`config.mk`:
```
export PLATFORM = sky130hd
export DESIGN_NAME = qd_quad_decoder
export DESIGN_NICKNAME = d
export VERILOG_FILES = /design/src/rtl/qd_pkg.sv /design/src/rtl/qd_noise_filter.sv /design/src/rtl/qd_quad_decoder.sv
export VERILOG_INCLUDE_DIRS = /design/src /design/src/rtl
export SDC_FILE = /design/constraint.sdc
export NUM_CORES = 1
export LEC_CHECK = 0
export BUFFER_PORTS_ARGS = -buffer_cell sky130_fd_sc_hd__buf_2
export CORE_MARGIN = 4
export CORE_UTILIZATION = 37
export CTS_BUF_LIST = sky130_fd_sc_hd__clkbuf_4 sky130_fd_sc_hd__clkbuf_8
export DETAILED_ROUTE_END_ITERATION = 7
export PLACE_DENSITY = 0.59
export SYNTH_ARGS = -nofsm -noshare
export SYNTH_HDL_FRONTEND = slang
export SYNTH_SLANG_ARGS = --single-unit
```
`constraint.sdc`:
```
create_clock -name pclk -period 4.6 [get_ports pclk]
set_input_delay 0.92 -clock pclk [delete_from_list [all_inputs] [get_ports pclk]]
set_output_delay 0.92 -clock pclk [all_outputs]
set_load 0.02 [all_outputs]
```
`src/rtl/qd_cfg.svh`:
```
// register offsets, field positions, reset values and timing counts of the quadrature decoder
`ifndef QD_CFG_SVH
`define QD_CFG_SVH

// -----------------------------------------------------------------------------
// byte offsets on the register bus
// -----------------------------------------------------------------------------
`define QD_OFS_FILTER_EN     8'h00
`define QD_OFS_MASK_LOW      8'h04
`define QD_OFS_MASK_HIGH     8'h08
`define QD_OFS_START_TRIG    8'h0C
`define QD_OFS_FLAG_LOW      8'h10
`define QD_OFS_FLAG_HIGH     8'h14
`define QD_OFS_CHAN_STATUS   8'h18
`define QD_OFS_POSITION      8'h1C
`define QD_OFS_EDGE_SELECT   8'h20

// -----------------------------------------------------------------------------
// field positions
// -----------------------------------------------------------------------------
`define QD_BIT_CHAN0_MASK    7
`define QD_BIT_CHAN1_MASK    0
`define QD_BIT_CHAN0_FLAG    7
`define QD_BIT_CHAN1_FLAG    0
`define QD_HIGH_FIXED_ONES   8'hF8

// -----------------------------------------------------------------------------
// reset values
// -----------------------------------------------------------------------------
`define QD_RST_FILTER_EN     2'h3
`define QD_RST_MASK          1'h1
`define QD_RST_EDGE_SELECT   4'hA

// -----------------------------------------------------------------------------
// timing: samples a filtered input must hold before it is accepted
// -----------------------------------------------------------------------------
`define QD_FILTER_SAMPLES    3

`endif

```
`src/rtl/qd_pkg.sv`:
```
// types shared by the quadrature decoder files
package qd_pkg;

    // -------------------------------------------------------------------------
    // action chosen for one encoder edge
    // -------------------------------------------------------------------------
    typedef enum logic [1:0]
    {
        QD_ACT_NONE = 2'h0,
        QD_ACT_UP   = 2'h1,
        QD_ACT_DOWN = 2'h3
    } qd_act_e;

endpackage

```
`src/rtl/qd_noise_filter.sv`:
```
// switchable noise filter for one encoder input pin
`timescale 1ns/10ps
`include "qd_cfg.svh"

module qd_noise_filter
#(
    parameter int SAMPLES = `QD_FILTER_SAMPLES
)
(
    input  wire logic pclk,
    input  wire logic presetn,
    input  wire logic pin_in,
    input  wire logic pin_filter_on,
    output      logic pin_out
);

    localparam int CW = $clog2(SAMPLES + 1);

    logic [CW-1:0] run_ff;
    logic [CW-1:0] nxt_run;
    logic          out_ff;
    logic          nxt_out;

    // -------------------------------------------------------------------------
    // filter
    // -------------------------------------------------------------------------
    // a change is taken only after SAMPLES equal samples; glitches shorter
    // than that never reach the edge logic
    always_comb
    begin
        nxt_run = run_ff;
        nxt_out = out_ff;
        if (!pin_filter_on)
        begin
            nxt_run = '0;
            nxt_out = pin_in;
        end
        else if (pin_in == out_ff)
        begin
            nxt_run = '0;
        end
        else if (run_ff == CW'(SAMPLES - 1))
        begin
            nxt_run = '0;
            nxt_out = pin_in;
        end
        else
        begin
            nxt_run = run_ff + CW'(1);
        end
    end

    always_ff @(posedge pclk or negedge presetn)
    begin
        if (!presetn)
        begin
            run_ff <= '0;
            out_ff <= 1'b0;
        end
        else
        begin
            run_ff <= nxt_run;
            out_ff <= nxt_out;
        end
    end

    assign pin_out = out_ff;
endmodule

```
`src/rtl/qd_quad_decoder.sv`:
```
// two-phase quadrature decoder with apb registers and edge interrupts
// -----------------------------------------------------------------------------
// Functional notes
// - each encoder pin passes through a noise filter when its filter bit is 1, raw when 0.
// - channel 0 mask is bit 7 of the low mask register, channel 1 bit 0 of the high; 1 blocks.
// - writing 1 to start-trigger bit 0 or 1 enables that channel; writing 0 does nothing.
// - channel 0 flag is bit 7 of the low flag register, channel 1 bit 0 of the high one.
// - with both phases low, a rise on A counts down and a rise on B counts up.
// - with A high and B low, a fall on A counts up and a rise on B counts down.
// - with A low and B high, a rise on A counts up and a fall on B counts down.
// - with both phases high, a fall on A counts down and a fall on B counts up.
// - the step comes from an eight-entry table indexed by prior levels and moved phase.
// - each channel detects both edges with edge-select codes 10 and 11.
// -----------------------------------------------------------------------------
`timescale 1ns/10ps
`include "qd_cfg.svh"

module qd_quad_decoder
#(
    parameter int POS_W   = 16,
    parameter int SAMPLES = `QD_FILTER_SAMPLES
)
(
    input  wire logic             pclk,
    input  wire logic             presetn,
    input  wire logic             psel,
    input  wire logic             penable,
    input  wire logic             pwrite,
    input  wire logic [7:0]       paddr,
    input  wire logic [31:0]      pwdata,
    output      logic [31:0]      prdata,
    output      logic             pready,
    output      logic             pslverr,
    input  wire logic [1:0]       encoder_input_pin,
    output      logic             chan0_edge_irq,
    output      logic             chan1_edge_irq,
    output      logic             step_increment,
    output      logic             step_decrement,
    output      logic [POS_W-1:0] position,
    output      logic             irq
);

    // -------------------------------------------------------------------------
    // helpers
    // -------------------------------------------------------------------------
    // entry k of the table sits at offset k; index is {prev b, prev a, b moved}
    function automatic qd_pkg::qd_act_e edge_action(input logic [2:0] idx);
        case (idx)
            3'h0:    edge_action = qd_pkg::QD_ACT_DOWN;
            3'h1:    edge_action = qd_pkg::QD_ACT_UP;
            3'h2:    edge_action = qd_pkg::QD_ACT_UP;
            3'h3:    edge_action = qd_pkg::QD_ACT_DOWN;
            3'h4:    edge_action = qd_pkg::QD_ACT_UP;
            3'h5:    edge_action = qd_pkg::QD_ACT_DOWN;
            3'h6:    edge_action = qd_pkg::QD_ACT_DOWN;
            default: edge_action = qd_pkg::QD_ACT_UP;
        endcase
    endfunction

    function automatic logic sel_edge(input logic [1:0] code, input logic rise,
                                      input logic fall);
        sel_edge = code[1] ? (rise | fall) : (code[0] ? rise : fall);
    endfunction

    // -------------------------------------------------------------------------
    // input filters
    // -------------------------------------------------------------------------
    logic [1:0] filt_en_ff;
    logic [1:0] phase;

    genvar gi;
    generate
        for (gi = 0; gi < 2; gi++)
        begin : g_filt
            qd_noise_filter #(.SAMPLES(SAMPLES)) u_filt
            (
                .pclk          (pclk),
                .presetn       (presetn),
                .pin_in        (encoder_input_pin[gi]),
                .pin_filter_on (filt_en_ff[gi]),
                .pin_out       (phase[gi])
            );
        end
    endgenerate

    // -------------------------------------------------------------------------
    // bus decode
    // -------------------------------------------------------------------------
    logic wr_en;
    logic rd_setup;
    logic addr_ok;

    assign wr_en    = psel & penable & pwrite;
    assign rd_setup = psel & ~penable & ~pwrite;
    assign addr_ok  = (paddr == `QD_OFS_FILTER_EN)  || (paddr == `QD_OFS_MASK_LOW)   ||
                      (paddr == `QD_OFS_MASK_HIGH)  || (paddr == `QD_OFS_START_TRIG) ||
                      (paddr == `QD_OFS_FLAG_LOW)   || (paddr == `QD_OFS_FLAG_HIGH)  ||
                      (paddr == `QD_OFS_CHAN_STATUS) || (paddr == `QD_OFS_POSITION)  ||
                      (paddr == `QD_OFS_EDGE_SELECT);
    // zero wait states: every access completes in its first access cycle
    assign pready   = 1'b1;
    assign pslverr  = psel & penable & ~addr_ok;

    // -------------------------------------------------------------------------
    // control registers
    // -------------------------------------------------------------------------
    logic [1:0] nxt_filt_en;
    logic       mask0_ff;
    logic       nxt_mask0;
    logic       mask1_ff;
    logic       nxt_mask1;
    logic [1:0] chan_en_ff;
    logic [1:0] nxt_chan_en;
    logic [3:0] edge_sel_ff;
    logic [3:0] nxt_edge_sel;
    logic       start_wr;

    assign start_wr = wr_en && (paddr == `QD_OFS_START_TRIG);

    always_comb
    begin
        nxt_filt_en  = filt_en_ff;
        nxt_mask0    = mask0_ff;
        nxt_mask1    = mask1_ff;
        nxt_edge_sel = edge_sel_ff;
        // a zero bit leaves its channel as it is
        nxt_chan_en  = chan_en_ff | (start_wr ? pwdata[1:0] : 2'h0);
        if (wr_en)
        begin
            case (paddr)
                `QD_OFS_FILTER_EN:   nxt_filt_en  = pwdata[1:0];
                `QD_OFS_MASK_LOW:    nxt_mask0    = pwdata[`QD_BIT_CHAN0_MASK];
                `QD_OFS_MASK_HIGH:   nxt_mask1    = pwdata[`QD_BIT_CHAN1_MASK];
                `QD_OFS_EDGE_SELECT: nxt_edge_sel = pwdata[3:0];
                default:             nxt_filt_en  = filt_en_ff;
            endcase
        end
    end

    always_ff @(posedge pclk or negedge presetn)
    begin
        if (!presetn)
        begin
            filt_en_ff  <= `QD_RST_FILTER_EN;
            mask0_ff    <= `QD_RST_MASK;
            mask1_ff    <= `QD_RST_MASK;
            chan_en_ff  <= 2'h0;
            edge_sel_ff <= `QD_RST_EDGE_SELECT;
        end
        else
        begin
            filt_en_ff  <= nxt_filt_en;
            mask0_ff    <= nxt_mask0;
            mask1_ff    <= nxt_mask1;
            chan_en_ff  <= nxt_chan_en;
            edge_sel_ff <= nxt_edge_sel;
        end
    end

    // -------------------------------------------------------------------------
    // edge detection and decoding
    // -------------------------------------------------------------------------
    logic [1:0]       lvl_ff;
    logic [1:0]       prev_ff;
    logic [1:0]       nxt_prev;
    logic [1:0]       det;
    logic [2:0]       tbl_idx;
    logic             tbl_hit;
    qd_pkg::qd_act_e  act;
    logic [POS_W-1:0] pos_ff;
    logic [POS_W-1:0] nxt_pos;
    logic             up_ff;
    logic             nxt_up;
    logic             dn_ff;
    logic             nxt_dn;

    for (gi = 0; gi < 2; gi++)
    begin : g_det
        assign det[gi] = chan_en_ff[gi] &
                         sel_edge(edge_sel_ff[2*gi +: 2], phase[gi] & ~lvl_ff[gi],
                                  ~phase[gi] & lvl_ff[gi]);
    end

    assign tbl_idx = {prev_ff[1], prev_ff[0], det[1]};
    // the moved phase must leave its stored level, otherwise no entry applies
    assign tbl_hit = (det == 2'h1) ? (phase[0] != prev_ff[0]) :
                     (det == 2'h2) ? (phase[1] != prev_ff[1]) : 1'b0;
    assign act     = tbl_hit ? edge_action(tbl_idx) : qd_pkg::QD_ACT_NONE;

    always_comb
    begin
        nxt_pos  = pos_ff;
        nxt_up   = 1'b0;
        nxt_dn   = 1'b0;
        nxt_prev = prev_ff;
        // edges on both phases in one cycle are not a legal step; they only resync
        if (start_wr || (det != 2'h0))
        begin
            nxt_prev = phase;
        end
        case (act)
            qd_pkg::QD_ACT_UP:
            begin
                nxt_pos = pos_ff + POS_W'(1);
                nxt_up  = 1'b1;
            end
            qd_pkg::QD_ACT_DOWN:
            begin
                nxt_pos = pos_ff - POS_W'(1);
                nxt_dn  = 1'b1;
            end
            default:
            begin
                nxt_pos = pos_ff;
            end
        endcase
    end

    always_ff @(posedge pclk or negedge presetn)
    begin
        if (!presetn)
        begin
            lvl_ff  <= 2'h0;
            prev_ff <= 2'h0;
            pos_ff  <= '0;
            up_ff   <= 1'b0;
            dn_ff   <= 1'b0;
        end
        else
        begin
            lvl_ff  <= phase;
            prev_ff <= nxt_prev;
            pos_ff  <= nxt_pos;
            up_ff   <= nxt_up;
            dn_ff   <= nxt_dn;
        end
    end

    assign step_increment = up_ff;
    assign step_decrement = dn_ff;
    assign position       = pos_ff;

    // -------------------------------------------------------------------------
    // interrupt flags
    // -------------------------------------------------------------------------
    logic       flag0_ff;
    logic       nxt_flag0;
    logic       flag1_ff;
    logic       nxt_flag1;
    logic [1:0] ev_ff;

    always_comb
    begin
        nxt_flag0 = flag0_ff;
        nxt_flag1 = flag1_ff;
        if (wr_en && (paddr == `QD_OFS_FLAG_LOW))
        begin
            nxt_flag0 = pwdata[`QD_BIT_CHAN0_FLAG];
        end
        if (wr_en && (paddr == `QD_OFS_FLAG_HIGH))
        begin
            nxt_flag1 = pwdata[`QD_BIT_CHAN1_FLAG];
        end
        // an edge in the clearing cycle still leaves its request pending
        nxt_flag0 = nxt_flag0 | det[0];
        nxt_flag1 = nxt_flag1 | det[1];
    end

    always_ff @(posedge pclk or negedge presetn)
    begin
        if (!presetn)
        begin
            flag0_ff <= 1'b0;
            flag1_ff <= 1'b0;
            ev_ff    <= 2'h0;
        end
        else
        begin
            flag0_ff <= nxt_flag0;
            flag1_ff <= nxt_flag1;
            ev_ff    <= det;
        end
    end

    assign chan0_edge_irq = ev_ff[0];
    assign chan1_edge_irq = ev_ff[1];
    assign irq            = (flag0_ff & ~mask0_ff) | (flag1_ff & ~mask1_ff);

    // -------------------------------------------------------------------------
    // read data
    // -------------------------------------------------------------------------
    logic [31:0] rdata_ff;
    logic [31:0] nxt_rdata;

    always_comb
    begin
        nxt_rdata = rdata_ff;
        if (rd_setup)
        begin
            case (paddr)
                `QD_OFS_FILTER_EN:   nxt_rdata = {30'h0, filt_en_ff};
                `QD_OFS_MASK_LOW:    nxt_rdata = {24'h0, mask0_ff, 7'h0};
                `QD_OFS_MASK_HIGH:   nxt_rdata = {24'h0, `QD_HIGH_FIXED_ONES | {7'h0, mask1_ff}};
                `QD_OFS_FLAG_LOW:    nxt_rdata = {24'h0, flag0_ff, 7'h0};
                `QD_OFS_FLAG_HIGH:   nxt_rdata = {24'h0, `QD_HIGH_FIXED_ONES | {7'h0, flag1_ff}};
                `QD_OFS_CHAN_STATUS: nxt_rdata = {30'h0, chan_en_ff};
                `QD_OFS_POSITION:    nxt_rdata = 32'(signed'(pos_ff));
                `QD_OFS_EDGE_SELECT: nxt_rdata = {28'h0, edge_sel_ff};
                default:             nxt_rdata = 32'h0;
            endcase
        end
    end

    always_ff @(posedge pclk or negedge presetn)
    begin
        if (!presetn)
        begin
            rdata_ff <= 32'h0;
        end
        else
        begin
            rdata_ff <= nxt_rdata;
        end
    end

    assign prdata = rdata_ff;
endmodule

```
# ---- Word level (Yosys, flattened, before mapping)
# Cells that the tools add are included.
dict set report classes {
  addsub 4
  n_mul 0
  n_div 0
  magnitude_cmp 0
  n_eq_ne 25
  shifts 0
  mux 27
  n_bitwise 28
  reduce_logical 23
}
# op count
set op_table {}
lappend op_table {{$pmux W32 S8} 1}
lappend op_table {{$eq A8 B5 Y1 const B} 4}
lappend op_table {{$pmux W16 S2} 1}
lappend op_table {{$mux W2} 9}
lappend op_table {{$add A16 B1 Y16 const B} 1}
lappend op_table {{$eq A8 B4 Y1 const B} 2}
lappend op_table {{$mux W1} 16}
lappend op_table {{$sub A16 B1 Y16 const B} 1}
lappend op_table {{$and A1 B1 Y1} 13}
lappend op_table {{$reduce_and A2 Y1} 6}
lappend op_table {{$logic_or A1 B1 Y1} 9}
lappend op_table {{$not A1 Y1} 9}
lappend op_table {{$eq A2 B2 Y1 const B} 4}
lappend op_table {{$eq A8 B3 Y1 const B} 1}
lappend op_table {{$eq A8 B6 Y1 const B} 1}
lappend op_table {{$logic_not A8 Y1} 1}
lappend op_table {{$eq A3 B3 Y1 const B} 2}
lappend op_table {{$or A1 B1 Y1} 5}
lappend op_table {{$add A2 B1 Y2 const B} 2}
lappend op_table {{$eq A2 B1 Y1 const B} 2}
lappend op_table {{$ne A2 B1 Y1 const B} 2}
lappend op_table {{$ne A2 B2 Y1 const B} 2}
lappend op_table {{$reduce_bool A2 Y1} 2}
lappend op_table {{$reduce_or A4 Y1} 1}
lappend op_table {{other kinds (6)} 10}
dict set report word_totals {
  regBits 74
  latch_bits 0
  ram_bits 0
  mem_bits_ro 0
  in_bits 47
  memories 0
}

# ---- Depth between registers and ports, before layout
# Gate-level depths: netlist of run 1.
dict set report depth {
  ltp_word 11
  ltp_mapped 17
  depth_no_buf 16
}

# ---- Cells and area by module
# A second synthesis of run 1 with hierarchy kept.
dict set report hier_totals {
  hier_cells 345
  area_unflattened_um2 3460.8
}
# module n_inst cells_each area_per_inst_um2 seq_area_each_um2
set by_module_without_submodules {}
lappend by_module_without_submodules {qd_quad_decoder 1 327 3210.6 1308.8}
lappend by_module_without_submodules {qd_noise_filter 2 9 125.1 75.1}

# ---- Least setup slack after synthesis of run 1
# Ideal clock, no wire load.
dict set report synth_timing {
  path_kind {register -> register}
  start {reg g_filt[1].u_filt.out_ff}
  end {reg pos_ff[15], in the netlist position[15]}
  setup_time_ns 0.080
  arrival_ns 3.555
  required_ns 4.520
  setup_slack_ns 0.965
  path_stages_with_launch 17
  n_path_buf 1
  cell_sequence {dfrtp_1 -> inv_1 -> ha_1 -> mux2_1 -> o211a_1 -> buf_2 -> o31ai_4 -> nand2b_2 -> inv_1 -> ha_1 -> a211oi_1 -> o21a_1 -> a211o_1 -> nand3_1 -> a211oi_1 -> mux2i_1 -> xor2_1}
}
dict set report synth_via {
  elab_chain_len 11
}
# element line
set synth_rtl {}
lappend synth_rtl {{start: declaration} qd_noise_filter.sv:21} ;# logic out_ff;
lappend synth_rtl {{start signal: assignment} qd_noise_filter.sv:63} ;# out_ff <= nxt_out;
lappend synth_rtl {{$not A1 Y1} qd_quad_decoder.sv:181} ;# ~phase[gi] & lvl_ff[gi]);
lappend synth_rtl {{$and A1 B1 Y1} qd_quad_decoder.sv:181}
lappend synth_rtl {{$mux W1 or $or A1 B1 Y1 (tied branches)} qd_quad_decoder.sv:62} ;# sel_edge = code[1] ? (rise | fall) : (code[0] ? rise : fall);
lappend synth_rtl {{$mux W1 (*)} qd_quad_decoder.sv:62}
lappend synth_rtl {{$and A1 B1 Y1 (*)} qd_quad_decoder.sv:179} ;# assign det[gi] = chan_en_ff[gi] &
lappend synth_rtl {{named net det[1]} qd_quad_decoder.sv:166} ;# logic [1:0] det;
lappend synth_rtl {{$eq A3 B3 Y1, or another cell as far along} qd_quad_decoder.sv:48} ;# case (idx)
lappend synth_rtl {{$reduce_or A4 Y1 (no source line) or $mux W1 (tied branches)} --}
lappend synth_rtl {{$mux W2 or $mux W1 (tied branches)} {qd_quad_decoder.sv:48, qd_quad_decoder.sv:186}}
lappend synth_rtl {{$mux W2 (*)} qd_quad_decoder.sv:188} ;# assign act = tbl_hit ? edge_action(tbl_idx) : qd_pkg::QD_ACT_NONE;
lappend synth_rtl {{$eq A2 B2 Y1 or $eq A2 B1 Y1 (tied branches)} qd_quad_decoder.sv:201} ;# case (act)
lappend synth_rtl {{$pmux W16 S2 or $reduce_bool A2 Y1 (tied branches)} --}
lappend synth_rtl {{end signal: assignment} qd_quad_decoder.sv:233} ;# pos_ff <= nxt_pos;
lappend synth_rtl {{end: declaration} qd_quad_decoder.sv:170} ;# logic [POS_W-1:0] pos_ff;
# The timed path passes the listed nets; every way through them passes the cells marked *.
# A chain may end at the register's enable or synchronous reset.

# ---- Final worst setup path of run 1
dict set report layout_timing {
  start {reg g_filt[1].u_filt.out_ff}
  end {reg pos_ff[15], in the netlist position[15]}
}
dict set report layout_via {
  elab_chain_len 11
}
# element line
set layout_rtl {}
lappend layout_rtl {{$not A1 Y1} qd_quad_decoder.sv:181}
lappend layout_rtl {{$and A1 B1 Y1} qd_quad_decoder.sv:181}
lappend layout_rtl {{$mux W1 or $or A1 B1 Y1 (tied branches)} qd_quad_decoder.sv:62}
lappend layout_rtl {{$mux W1} qd_quad_decoder.sv:62}
lappend layout_rtl {{$and A1 B1 Y1} qd_quad_decoder.sv:179}
lappend layout_rtl {{$eq A3 B3 Y1, or another cell as far along} qd_quad_decoder.sv:48}
lappend layout_rtl {{$reduce_or A4 Y1 (no source line) or $mux W1 (tied branches)} --}
lappend layout_rtl {{$mux W2 or $mux W1 (tied branches)} {qd_quad_decoder.sv:48, qd_quad_decoder.sv:186}}
lappend layout_rtl {{$mux W2 (*)} qd_quad_decoder.sv:188}
lappend layout_rtl {{$eq A2 B2 Y1 or $eq A2 B1 Y1 (tied branches)} qd_quad_decoder.sv:201}
lappend layout_rtl {{$pmux W16 S2 or $reduce_bool A2 Y1 (tied branches)} --}
# Mark *: on every way between the ends. The rest lies on a longest branch, timed or not.

==> impl_metrics.py, run 1 <==
metrics = {
    "power_and_ir_drop": {
        "ir_drop_uv": 163,
        "p_leak_nw": 2.06,
        "power_frac_seq": 0.432,
        "clock_power_share": 0.448,
        "combinationalPowerShare": 0.120,
        "p_per_area_nw_per_um2": 329,
        "switching_share": 0.250,
        "power_switching_mw": 0.325,
        "intPower_mw": 0.974,
    },
    "cts": {
        "cts_sinks": 58,
        "clk-insertion-delay-late_ps": 340,
        "clockRootBuffer": "clkbuf_8",
        "cts_buffers": 9,
        "clk_pin_slew_ps": 70,
        "cts.hold.buffers_added": 0,
        "cts.path.max_buffers": 2,
        "post_cts_buffers": 0,
        "h-tree-depth": 3,
        "cts_resized": 0,
        "cts_tree": "done",
    },
    "finish": {
        "layout-drive-gt1-share": 0.284,
        "multi_input_area_um2": 1660,
        "ff_latch_area_um2": 1460,
        "antenna_cells": 0,
        "stdcell_count": 516,
        "nets": 469,
        "final_common_cell": "buf_2",
        "final_core_util": 0.450,
        "syn2layout_area_growth_pct": 17.9,
        "num-fill-cells": 861,
        "layout_common_cells": "buf_2, dfrtp_1, nand2_1, a21oi_1, nor2_1",
    },
    "worst_setup_path": {
        "startpoint_type": "flip-flop",
        "crit_slowest_cell": "dfrtp_1",
        "crit_path_cell_trace": "inv_1 -> ha_1 -> mux2_1 -> o211a_1 -> xnor2_1 -> nand2b_2 -> inv_1 -> ha_1 -> a21oi_1 -> o21a_1 -> a211o_1 -> nand3_1 -> a211oi_1 -> mux2i_1 -> xor2_1",
        "crit_type": "reg2reg",
        "rr_worst_depth": 15,
        "crit_required_ps": 4860,
        "worstSetupEndpointType": "flip-flop",
        "cp.depth": 15,
        "path_max_fanout": 15,
        "crit_buf_inv": 2,
        "critical-path-max-stage-delay_ps": 470,
        "critPathTopFamily": "compound AO/OA/AOI/OAI gates",
        "arrival_ps": 4390,
    },
    "sta": {
        "slew_violations": 0,
        "hold_viol_final": 0,
        "setup_viol": 0,
        "skew_ps": 12.6,
        "fmaxAchievable_mhz": 242,
        "relSlewSlack": 0.424,
        "post-route-period-util": 0.899,
        "tns_ps": 0,
        "period_needed_ps": 4140,
        "rsz0062_at_grt": "no",
        "worstMarginPinSlew_ps": 860,
    },
    "route": {
        "drtIter0Drc": 122,
        "first_pass_iters": 4,
        "wl_met3_um": 411,
        "vias_per_cell": 5.08,
        "drtAntennaViolNets": 0,
        "routed_wirelength_mm": 7.80,
        "top_layer": "met4",
        "via_count": 2621,
        "wl_per_cell_um": 15.1,
        "wl_met2_mm": 3.64,
        "drc": 0,
        "wl_met1_mm": 3.58,
    },
    "floorplanning": {
        "dieArea_um2": 10600,
        "rows": 34,
        "core_area_um2": 8760,
        "start_util": 0.381,
        "ios": 102,
        "die_h_um": 103,
        "die_w_um": 103,
    },
    "synthesis": {
        "syn-instance-count": 343,
        "synth_warnings": 0,
        "yosysUniqueCellTypes": 50,
        "syn_area_per_cell_um2": 9.75,
        "synth.area.top_cells": "dfrtp_1, ha_1, mux2_2",
        "yosysTopAreaCell": "dfrtp_1",
        "syn_nets": 409,
        "ys_seq_area_frac": 0.436,
        "synth_ff_type": "dfrtp_1",
        "synth-seq-cells": 58,
        "synth-edff-count": 0,
        "synth.top_cell.area_share": 0.389,
        "async_reset_ff_frac": 1.00,
        "netlist_area_um2": 3340,
    },
    "place": {
        "place.gp.congestion": 0.891,
        "dpl.cell_count": 500,
        "dp_hpwl_mm": 5.83,
        "io_buffer_count": 73,
    },
    "grt": {
        "grt_pass1_wl_mm": 12.7,
        "grt_use_total": 0.155,
        "antenna_found_initial": 0,
        "grt_pass1_vias": 2533,
        "grt_overflow": 0,
        "grt_start_max_net_pins": 36,
    },
    "flow_run": {
        "maxCapViolations": 0,
    },
    "status": {
        "status": "finished clean",
    },
    "min_path": {
        "hp-class": "reg2reg",
        "min_path_cells": 1,
    },
}
==> through the flow <==
| step | power (mW) | worst slack (ps) | hold slack [ps] | area [µm²] |
|---|---|---|---|---|
| 6_report | 1.30 | 465 | 456 | 3940 |
| 5_1_grt | 1.36 | 145 | 473 | 3940 |
| 4_1_cts | 1.31 | 434 | 461 | 3940 |
| 3_5_place_dp | 0.728 | 469 | 452 | 3690 |
| 3_3_place_gp | 0.724 | 515 | 432 | 3690 |
| 2_1_floorplan | 0.664 | 965 | 419 | 3340 |
==> state kept, by name, summed over array words and instances, names as in the netlist, 2 cells and up <==
| name | cells |
|---|---|
| lvl_ff | 2 |
| g_filt.u_filt.pin_out | 2 |
| g_filt.u_filt.run_ff | 4 |
| chan_en_ff | 2 |
| filt_en_ff | 2 |
| position | 16 |
| prdata | 16 |
| prev_ff | 2 |
| edge_sel_ff | 4 |
| ev_ff | 2 |
==> synthesized netlist by cell type (3+ instances only) <==
master and instances:
a221oi_1 3, o21a_1 5, o21ai_0 11, a21oi_1 32, xor2_1 9, nand2_1 32, ha_1 18, nor4b_1 3
a31oi_1 3, nor2b_1 4, nor2_1 30, a21o_1 7, o211ai_1 3, nand3_1 16, nor4_1 3, xnor2_1 12
dfrtp_1 52, mux2_2 16, buf_2 3, buf_4 17, nor3_1 3, nand2b_1 3, mux2i_1 3, inv_1 15
dfstp_2 6, clkbuf_1 6
==> cell families (layout without fill, tap and decap cells) <==
logic type	Yosys count	count (layout)	synth area share
xor gates and xnor gates	21	21	0.0550
other	1	1	0.00112
AOI/OAI and AO/OA	77	77	0.149
buffers and inverters	41	106	0.0662
adders and majority gates	19	19	0.0734
muxes	20	20	0.0662
and+or+nand+nor	106	106	0.153
DFF	58	58	0.436
==> final timing paths <==
kind | from | to | slack (ps)
max in group asynchronous | presetn | mask0_ff$_DFFE_PN1P_ | 3140
min | g_filt[1].u_filt.run_ff[0]$_DFF_PN0_ | g_filt[1].u_filt.run_ff[0]$_DFF_PN0_ | 460
max | g_filt[1].u_filt.pin_out$_DFFE_PN0P_ | position[15]$_DFFE_PN0P_ | 460
min reg2reg | g_filt[1].u_filt.run_ff[0]$_DFF_PN0_ | g_filt[1].u_filt.run_ff[0]$_DFF_PN0_ | 460
max reg2reg | g_filt[1].u_filt.pin_out$_DFFE_PN0P_ | position[15]$_DFFE_PN0P_ | 460
min in group asynchronous | presetn | lvl_ff[0]$_DFF_PN0_ | 560
==> power groups by stage <==
stage / Combinational (mW) / Sequential, mW / Clock (mW)
finish: 0.156 / 0.561 / 0.581
global route: 0.174 / 0.566 / 0.621
CTS: 0.158 / 0.562 / 0.591
detailed placement: 0.157 / 0.571 / 0
global placement: 0.153 / 0.571 / 0
floorplan: 0.0787 / 0.585 / 0
==> routing by layer <==
| layer | up-vias | global-route usage |
|---|---|---|
| li1 | 1318 | - |
| met1 | 1223 | 0.218 |
| met4 | 0 | 0.0588 |
| met3 | 12 | 0.0318 |
| met2 | 68 | 0.236 |
| met5 | - | 0 |
==> area by class of cell <==
class	count	area share
Clock buffer	11	0.0368
Clock inverter	5	0.0260
Inverter	15	0.0143
Multi-Input combinational cell	244	0.422
Sequential cell	58	0.370
Tap cell	108	0.0343
Timing Repair Buffer	75	0.0965
==> worst register-to-register path, delay by kind of cell (launching register included) <==
family,cells,cell delay [ps]
AOI/OAI and AO/OA,5,1230
adders and majority gates,2,570
DFF,1,470
muxes,2,550
xor gates and xnor gates,2,350
buffers and inverters,2,540
and+or+nand+nor,2,360
Power figures use the tool's default switching activity.
==> run 2: changes to the inputs <==
--- a/config.mk
+++ b/config.mk
@@ -7,11 +7,13 @@
 export NUM_CORES = 1
 export LEC_CHECK = 0
 export BUFFER_PORTS_ARGS = -buffer_cell sky130_fd_sc_hd__buf_2
+export CELL_PAD_IN_SITES_DETAIL_PLACEMENT = 0
+export CELL_PAD_IN_SITES_GLOBAL_PLACEMENT = 2
 export CORE_MARGIN = 4
-export CORE_UTILIZATION = 37
+export CORE_UTILIZATION = 32
 export CTS_BUF_LIST = sky130_fd_sc_hd__clkbuf_4 sky130_fd_sc_hd__clkbuf_8
 export DETAILED_ROUTE_END_ITERATION = 7
-export PLACE_DENSITY = 0.59
+export PLACE_DENSITY = 0.8
 export SYNTH_ARGS = -nofsm -noshare
 export SYNTH_HDL_FRONTEND = slang
 export SYNTH_SLANG_ARGS = --single-unit
==> run 2 against run 1 <==
Via count increased by 1.8%. Sequential power about the same. Worst hold slack got worse by 3.6 ps. Worst setup slack improved by 220 ps. Register-to-register slack improved by 220 ps. Clock skew decreased by 6.1 ps. Critical path type unchanged. Largest cell class unchanged. Largest power group is now registers. Highest routed layer unchanged.
==> impl_metrics.py, run 2 (synthesis gave the netlist of run 1 again) <==
metrics = {
    "sta": {
        "rsz0062_at_grt": "no",
        "fmaxAchievable_mhz": 255,
        "worstMarginPinSlew_ps": 869,
        "setup_viol": 0,
        "slew_violations": 0,
        "tns_ps": 0,
        "hold_viol_final": 0,
        "period_needed_ps": 3910,
        "relSlewSlack": 0.419,
        "post-route-period-util": 0.851,
        "skew_ps": 6.56,
        "final.setup.worst_slack_ps": 686,
    },
    "finish": {
        "stdcell_count": 544,
        "final_core_util": 0.384,
        "nets": 470,
        "syn2layout_area_growth_pct": 17.5,
        "final_area_um2": 3930,
        "layout-drive-gt1-share": 0.284,
        "num-fill-cells": 1022,
        "layout_common_cells": "buf_2, dfrtp_1, nand2_1, a21oi_1, nor2_1",
        "antenna_cells": 0,
        "final_common_cell": "buf_2",
    },
    "min_path": {
        "hp-class": "reg2reg",
        "hold_end": "g_filt[0].u_filt.run_ff[0]$_DFF_PN0_",
        "hp-start": "g_filt[0].u_filt.run_ff[0]$_DFF_PN0_",
        "min_path_cells": 1,
    },
    "worst_setup_path": {
        "reg2reg_from": "g_filt[1].u_filt.pin_out$_DFFE_PN0P_",
        "critical-path-max-stage-delay_ps": 450,
        "worstSetupEndpointType": "flip-flop",
        "cp.depth": 16,
        "crit_required_ps": 4860,
        "path_max_fanout": 8,
        "startpoint_type": "flip-flop",
        "arrival_ps": 4170,
        "crit_path_cell_trace": "inv_1 -> ha_1 -> mux2_1 -> o211a_1 -> xnor2_1 -> nand2b_2 -> inv_1 -> buf_4 -> ha_1 -> a21o_1 -> a21o_1 -> a21oi_1 -> nor2b_1 -> a211oi_1 -> mux2i_1 -> xor2_1",
        "rr_worst_depth": 16,
        "crit_buf_inv": 3,
        "crit_type": "reg2reg",
        "r2r_slack_ps": 690,
        "critPathTopFamily": "compound AO/OA/AOI/OAI gates",
        "r2r_end": "position[15]$_DFFE_PN0P_",
        "crit_slowest_cell": "dfrtp_1",
    },
    "grt": {
        "grt_overflow": 0,
        "grt_pass1_wl_mm": 13.3,
        "grt_start_max_net_pins": 43,
        "antenna_found_initial": 0,
        "grt_use_total": 0.143,
        "grt_pass1_vias": 2615,
    },
    "cts": {
        "cts_sinks": 58,
        "clk_pin_slew_ps": 60,
        "post_cts_buffers": 0,
        "cts_tree": "done",
        "h-tree-depth": 3,
        "clk-insertion-delay-late_ps": 330,
        "cts.hold.buffers_added": 0,
        "cts_resized": 0,
        "cts.path.max_buffers": 2,
        "cts_buffers": 9,
        "clockRootBuffer": "clkbuf_8",
    },
    "route": {
        "vias_per_cell": 4.91,
        "drtIter0Drc": 136,
        "routed_wirelength_mm": 7.98,
        "via_count": 2669,
        "first_pass_iters": 4,
        "wl_per_cell_um": 14.7,
        "drc": 0,
        "drtAntennaViolNets": 0,
    },
    "floorplanning": {
        "rows": 37,
        "dieArea_um2": 12100,
        "die_h_um": 110,
        "core_area_um2": 10200,
        "ios": 102,
        "die_w_um": 110,
        "start_util": 0.327,
    },
    "place": {
        "dp_hpwl_mm": 6.17,
        "dpl.cell_count": 529,
        "post-place-ws_ps": 659,
        "place_area_um2": 3740,
        "place.gp.congestion": 0.823,
        "io_buffer_count": 73,
    },
    "flow_run": {
        "maxCapViolations": 0,
    },
    "power_and_ir_drop": {
        "ir_drop_uv": 155,
        "p_per_area_nw_per_um2": 301,
        "p_leak_nw": 2.04,
    },
    "status": {
        "status": "finished clean",
    },
}
==> run 2: layout make-up <==
type                    count  area [µm²]  area share
inverters                  15        56.3      0.0143
clock buffers              12         153      0.0389
well taps                 136         170      0.0433
clock inverters             3        40.0      0.0102
multi-input cells         244        1660       0.423
repair buffers             76         388      0.0987
flip-flops and latches     58        1460       0.371
==> run 2: power by group <==
part	total, mW	internal, mW	switching (mW)
sequential	0.563	0.535	0.0282
combinational	0.154	0.0594	0.0947
clock	0.466	0.272	0.193
==> run 2: how the worst max path moves through the flow <==
| stage | startpoint | endpoint |
|---|---|---|
| 6_report | g_filt[1].u_filt.pin_out$_DFFE_PN0P_ | position[15]$_DFFE_PN0P_ |
| 5_1_grt | g_filt[0].u_filt.pin_out$_DFFE_PN0P_ | position[15]$_DFFE_PN0P_ |
| 4_1_cts | g_filt[0].u_filt.pin_out$_DFFE_PN0P_ | position[15]$_DFFE_PN0P_ |
| 3_5_place_dp | g_filt[0].u_filt.pin_out$_DFFE_PN0P_ | position[15]$_DFFE_PN0P_ |
| 3_3_place_gp | g_filt[1].u_filt.pin_out$_DFFE_PN0P_ | position[15]$_DFFE_PN0P_ |
| 2_1_floorplan | g_filt[1].u_filt.pin_out$_DFFE_PN0P_ | position[15]$_DFFE_PN0P_ |
==> run 2: per-layer routing <==
layer | share of wire | vias to the layer above | global-route usage
li1 | - | 1323 | -
met1 | 0.47 | 1273 | 0.194
met2 | 0.47 | 59 | 0.224
met3 | 0.038 | 14 | 0.0181
met4 | 0.026 | 0 | 0.0712
met5 | 0 | - | 0
==> run 2: worst reg2reg max path: cells and delay by family, from the launching register on <==
family                   cells  cell delay, ps
AO/OA/AOI/OAI                5            1160
multiplexers                 2             570
buffers and inverters        3             560
adder cells (fa/ha/maj)      2             470
flip-flops                   1             450
XOR/XNOR                     2             340
AND/OR/NAND/NOR              2             290
==> run 2: metrics by stage <==
stage          power (mW)  hold WS (ps)
2_1_floorplan       0.664           419
3_3_place_gp        0.726           433
3_5_place_dp        0.728           450
4_1_cts              1.20           461
5_1_grt              1.24           490
6_report             1.18           453
==> run 3: changes to the inputs <==
--- a/config.mk
+++ b/config.mk
@@ -6,11 +6,12 @@
 export SDC_FILE = /design/constraint.sdc
 export NUM_CORES = 1
 export LEC_CHECK = 0
+export ABC_AREA = 1
 export BUFFER_PORTS_ARGS = -buffer_cell sky130_fd_sc_hd__buf_2
 export CELL_PAD_IN_SITES_DETAIL_PLACEMENT = 0
 export CELL_PAD_IN_SITES_GLOBAL_PLACEMENT = 2
 export CORE_MARGIN = 4
-export CORE_UTILIZATION = 32
+export CORE_UTILIZATION = 30
 export CTS_BUF_LIST = sky130_fd_sc_hd__clkbuf_4 sky130_fd_sc_hd__clkbuf_8
 export DETAILED_ROUTE_END_ITERATION = 7
 export PLACE_DENSITY = 0.8
==> run 3 against run 2 <==
Clock skew barely moved. Non-clock buffer count fell by 2. Sequential power rose by 21%. Synthesized cell count rose by 36%.
==> impl_metrics.py, run 3 <==
metrics = {
    "synthesis": {
        "async_reset_ff_frac": 1.00,
        "syn-instance-count": 467,
        "yosysUniqueCellTypes": 39,
        "syn_area_per_cell_um2": 7.65,
        "synth_ff_type": "dfrtp_1",
        "synth.area.top_cells": "dfrtp_1, nand2_1, ha_1",
        "syn_nets": 533,
        "synth.top_cell.area_share": 0.364,
        "synth-seq-cells": 58,
        "yosysMostFrequentCell": "nand2_1",
        "yosysTopAreaCell": "dfrtp_1",
        "ys_seq_area_frac": 0.408,
        "synth-edff-count": 0,
        "netlist_area_um2": 3570,
        "synth_warnings": 0,
        "synthTopCellsByCount": "nand2_1, inv_1, dfrtp_1",
    },
    "cts": {
        "clk_pin_slew_ps": 70,
        "h-tree-depth": 3,
        "cts_tree": "done",
        "clockRootBuffer": "clkbuf_8",
        "cts.hold.buffers_added": 0,
        "cts_sinks": 58,
        "cts.path.max_buffers": 2,
        "cts_buffers": 9,
        "cts_resized": 0,
        "post_cts_buffers": 0,
        "clk-insertion-delay-late_ps": 340,
    },
    "finish": {
        "final_core_util": 0.363,
        "final_common_cell": "nand2_1",
        "syn2layout_area_growth_pct": 17.0,
        "antenna_cells": 0,
        "layout-drive-gt1-share": 0.219,
        "nets": 595,
        "num-fill-cells": 1256,
        "layout_common_cells": "nand2_1, buf_2, inv_1",
    },
    "floorplanning": {
        "core_area_um2": 11500,
        "start_util": 0.310,
        "ios": 102,
        "die_w_um": 117,
        "die_h_um": 117,
        "dieArea_um2": 13700,
        "rows": 39,
    },
    "sta": {
        "slew_violations": 0,
        "hold_slack_ps": 429,
        "post-route-period-util": 0.745,
        "worstMarginPinSlew_ps": 717,
        "skew_ps": 6.76,
        "rsz0062_at_grt": "no",
        "hold_viol_final": 0,
        "period_needed_ps": 3430,
        "relSlewSlack": 0.521,
        "tns_ps": 0,
        "setup_viol": 0,
        "fmaxAchievable_mhz": 292,
    },
    "worst_setup_path": {
        "reg2reg_from": "g_filt[1].u_filt.pin_out$_DFFE_PN0P_",
        "worstSetupEndpointType": "flip-flop",
        "r2r_end": "position[10]$_DFFE_PN0P_",
        "crit_slowest_cell": "inv_1",
        "crit_required_ps": 4830,
        "arrival_ps": 3660,
        "r2r_slack_ps": 1170,
        "rr_worst_depth": 15,
        "cpMostUsedCell": "nand2_1",
        "startpoint_type": "flip-flop",
        "crit_type": "reg2reg",
        "critical-path-max-stage-delay_ps": 500,
        "crit_path_cell_trace": "ha_1 -> a21oi_2 -> nand2_2 -> nand2_1 -> nand2_1 -> inv_1 -> nand3_1 -> inv_1 -> ha_1 -> a21oi_1 -> o21ai_0 -> nand3b_1 -> or2_0 -> nand3_1 -> nand2_1",
        "path_max_fanout": 15,
    },
    "place": {
        "io_buffer_count": 73,
        "dp_hpwl_mm": 7.11,
        "place.gp.congestion": 0.797,
    },
    "route": {
        "vias_per_cell": 4.56,
        "wl_met1_mm": 4.68,
        "top_layer": "met4",
        "drtAntennaViolNets": 0,
        "wl_met2_mm": 3.88,
        "via_count": 3084,
        "drtIter0Drc": 124,
        "wl_per_cell_um": 13.3,
        "first_pass_iters": 4,
        "routed_wirelength_mm": 9.02,
        "drc": 0,
        "wl_met3_um": 322,
    },
    "grt": {
        "antenna_found_initial": 0,
        "grt_start_max_net_pins": 37,
        "grt_pass1_vias": 3077,
        "grt_use_total": 0.141,
        "grt_pass1_wl_mm": 15.0,
        "grt_overflow": 0,
    },
    "status": {
        "status": "finished clean",
    },
    "min_path": {
        "hold_end": "g_filt[0].u_filt.run_ff[0]$_DFF_PN0_",
        "min_path_cells": 1,
        "hp-start": "g_filt[0].u_filt.run_ff[1]$_DFF_PN0_",
        "hp-class": "reg2reg",
    },
    "flow_run": {
        "maxCapViolations": 0,
    },
    "power_and_ir_drop": {
        "p_per_area_nw_per_um2": 480,
        "p_leak_nw": 2.28,
        "ir_drop_uv": 170,
    },
}
run 3: critical path, delay by kind of cell, from the launching register on:
| family | cells | cell delay (ps) |
|---|---|---|
| flip-flops | 1 | 450 |
| AO/OA/AOI/OAI | 3 | 620 |
| AND/OR/NAND/NOR | 8 | 990 |
| adder cells (fa/ha/maj) | 2 | 720 |
| buffers and inverters | 2 | 560 |
run 3: final cells by class:
class                           instances  area (µm²)  share of cell area
Inverter                               61         229              0.0548
Clock inverter                          5        77.6              0.0186
Clock buffer                           11         145              0.0347
Tap cell                              143         179              0.0428
Sequential cell                        58        1460               0.349
Multi-Input combinational cell        325        1720               0.411
Timing Repair Buffer                   74         373              0.0892
run 3: power breakdown:
| group | internal [mW] | leakage [nW] | total [mW] | switching [mW] |
|---|---|---|---|---|
| registers | 0.589 | 0.718 | 0.680 | 0.0902 |
| clock network | 0.324 | 0.113 | 0.531 | 0.207 |
| logic | 0.273 | 1.45 | 0.795 | 0.522 |
| total | 1.19 | 2.28 | 2.01 | 0.819 |
run 3: layer usage:
metal	GRT usage	vias up
met3	0.0242	9
met2	0.217	63
met1	0.201	1399
met4	0.0512	0
met5	0	-
li1	-	1613
run 3: cell families (layout without fill, tap and decap cells):
| logic type | count (synthesis) | count (layout) | synth area share |
|---|---|---|---|
| multiplexers | 2 | 2 | 0.00560 |
| XOR/XNOR | 12 | 12 | 0.0294 |
| AO/OA/AOI/OAI | 77 | 77 | 0.116 |
| buffers and inverters | 84 | 151 | 0.111 |
| AND/OR/NAND/NOR | 214 | 214 | 0.261 |
| flip-flops | 58 | 58 | 0.408 |
| adder cells (fa/ha/maj) | 19 | 19 | 0.0686 |
| other | 1 | 1 | 0.00105 |
run 3: worst max path at each step:
stage | slack, ps | cells after the start | endpoint | start
finish | 1170 | 15 | position[10]$_DFFE_PN0P_ | g_filt[1].u_filt.pin_out$_DFFE_PN0P_
global route | 850 | 15 | position[10]$_DFFE_PN0P_ | g_filt[1].u_filt.pin_out$_DFFE_PN0P_
CTS | 1130 | 15 | position[10]$_DFFE_PN0P_ | g_filt[1].u_filt.pin_out$_DFFE_PN0P_
detailed placement | 1150 | 15 | position[10]$_DFFE_PN0P_ | g_filt[1].u_filt.pin_out$_DFFE_PN0P_
global placement | 1140 | 15 | position[10]$_DFFE_PN0P_ | g_filt[1].u_filt.pin_out$_DFFE_PN0P_
floorplan | 1690 | 5 | pslverr | paddr[4]
run 3: stage by stage:
step	setup WS [ps]	cell area, µm²	std cells	power (mW)
3_3_place_gp	1140	3960	661	1.49
5_1_grt	846	4180	677	2.18
6_report	1170	4180	677	2.01
2_1_floorplan	1690	3570	467	1.24
3_5_place_dp	1150	3960	661	1.49
4_1_cts	1130	4180	677	2.04
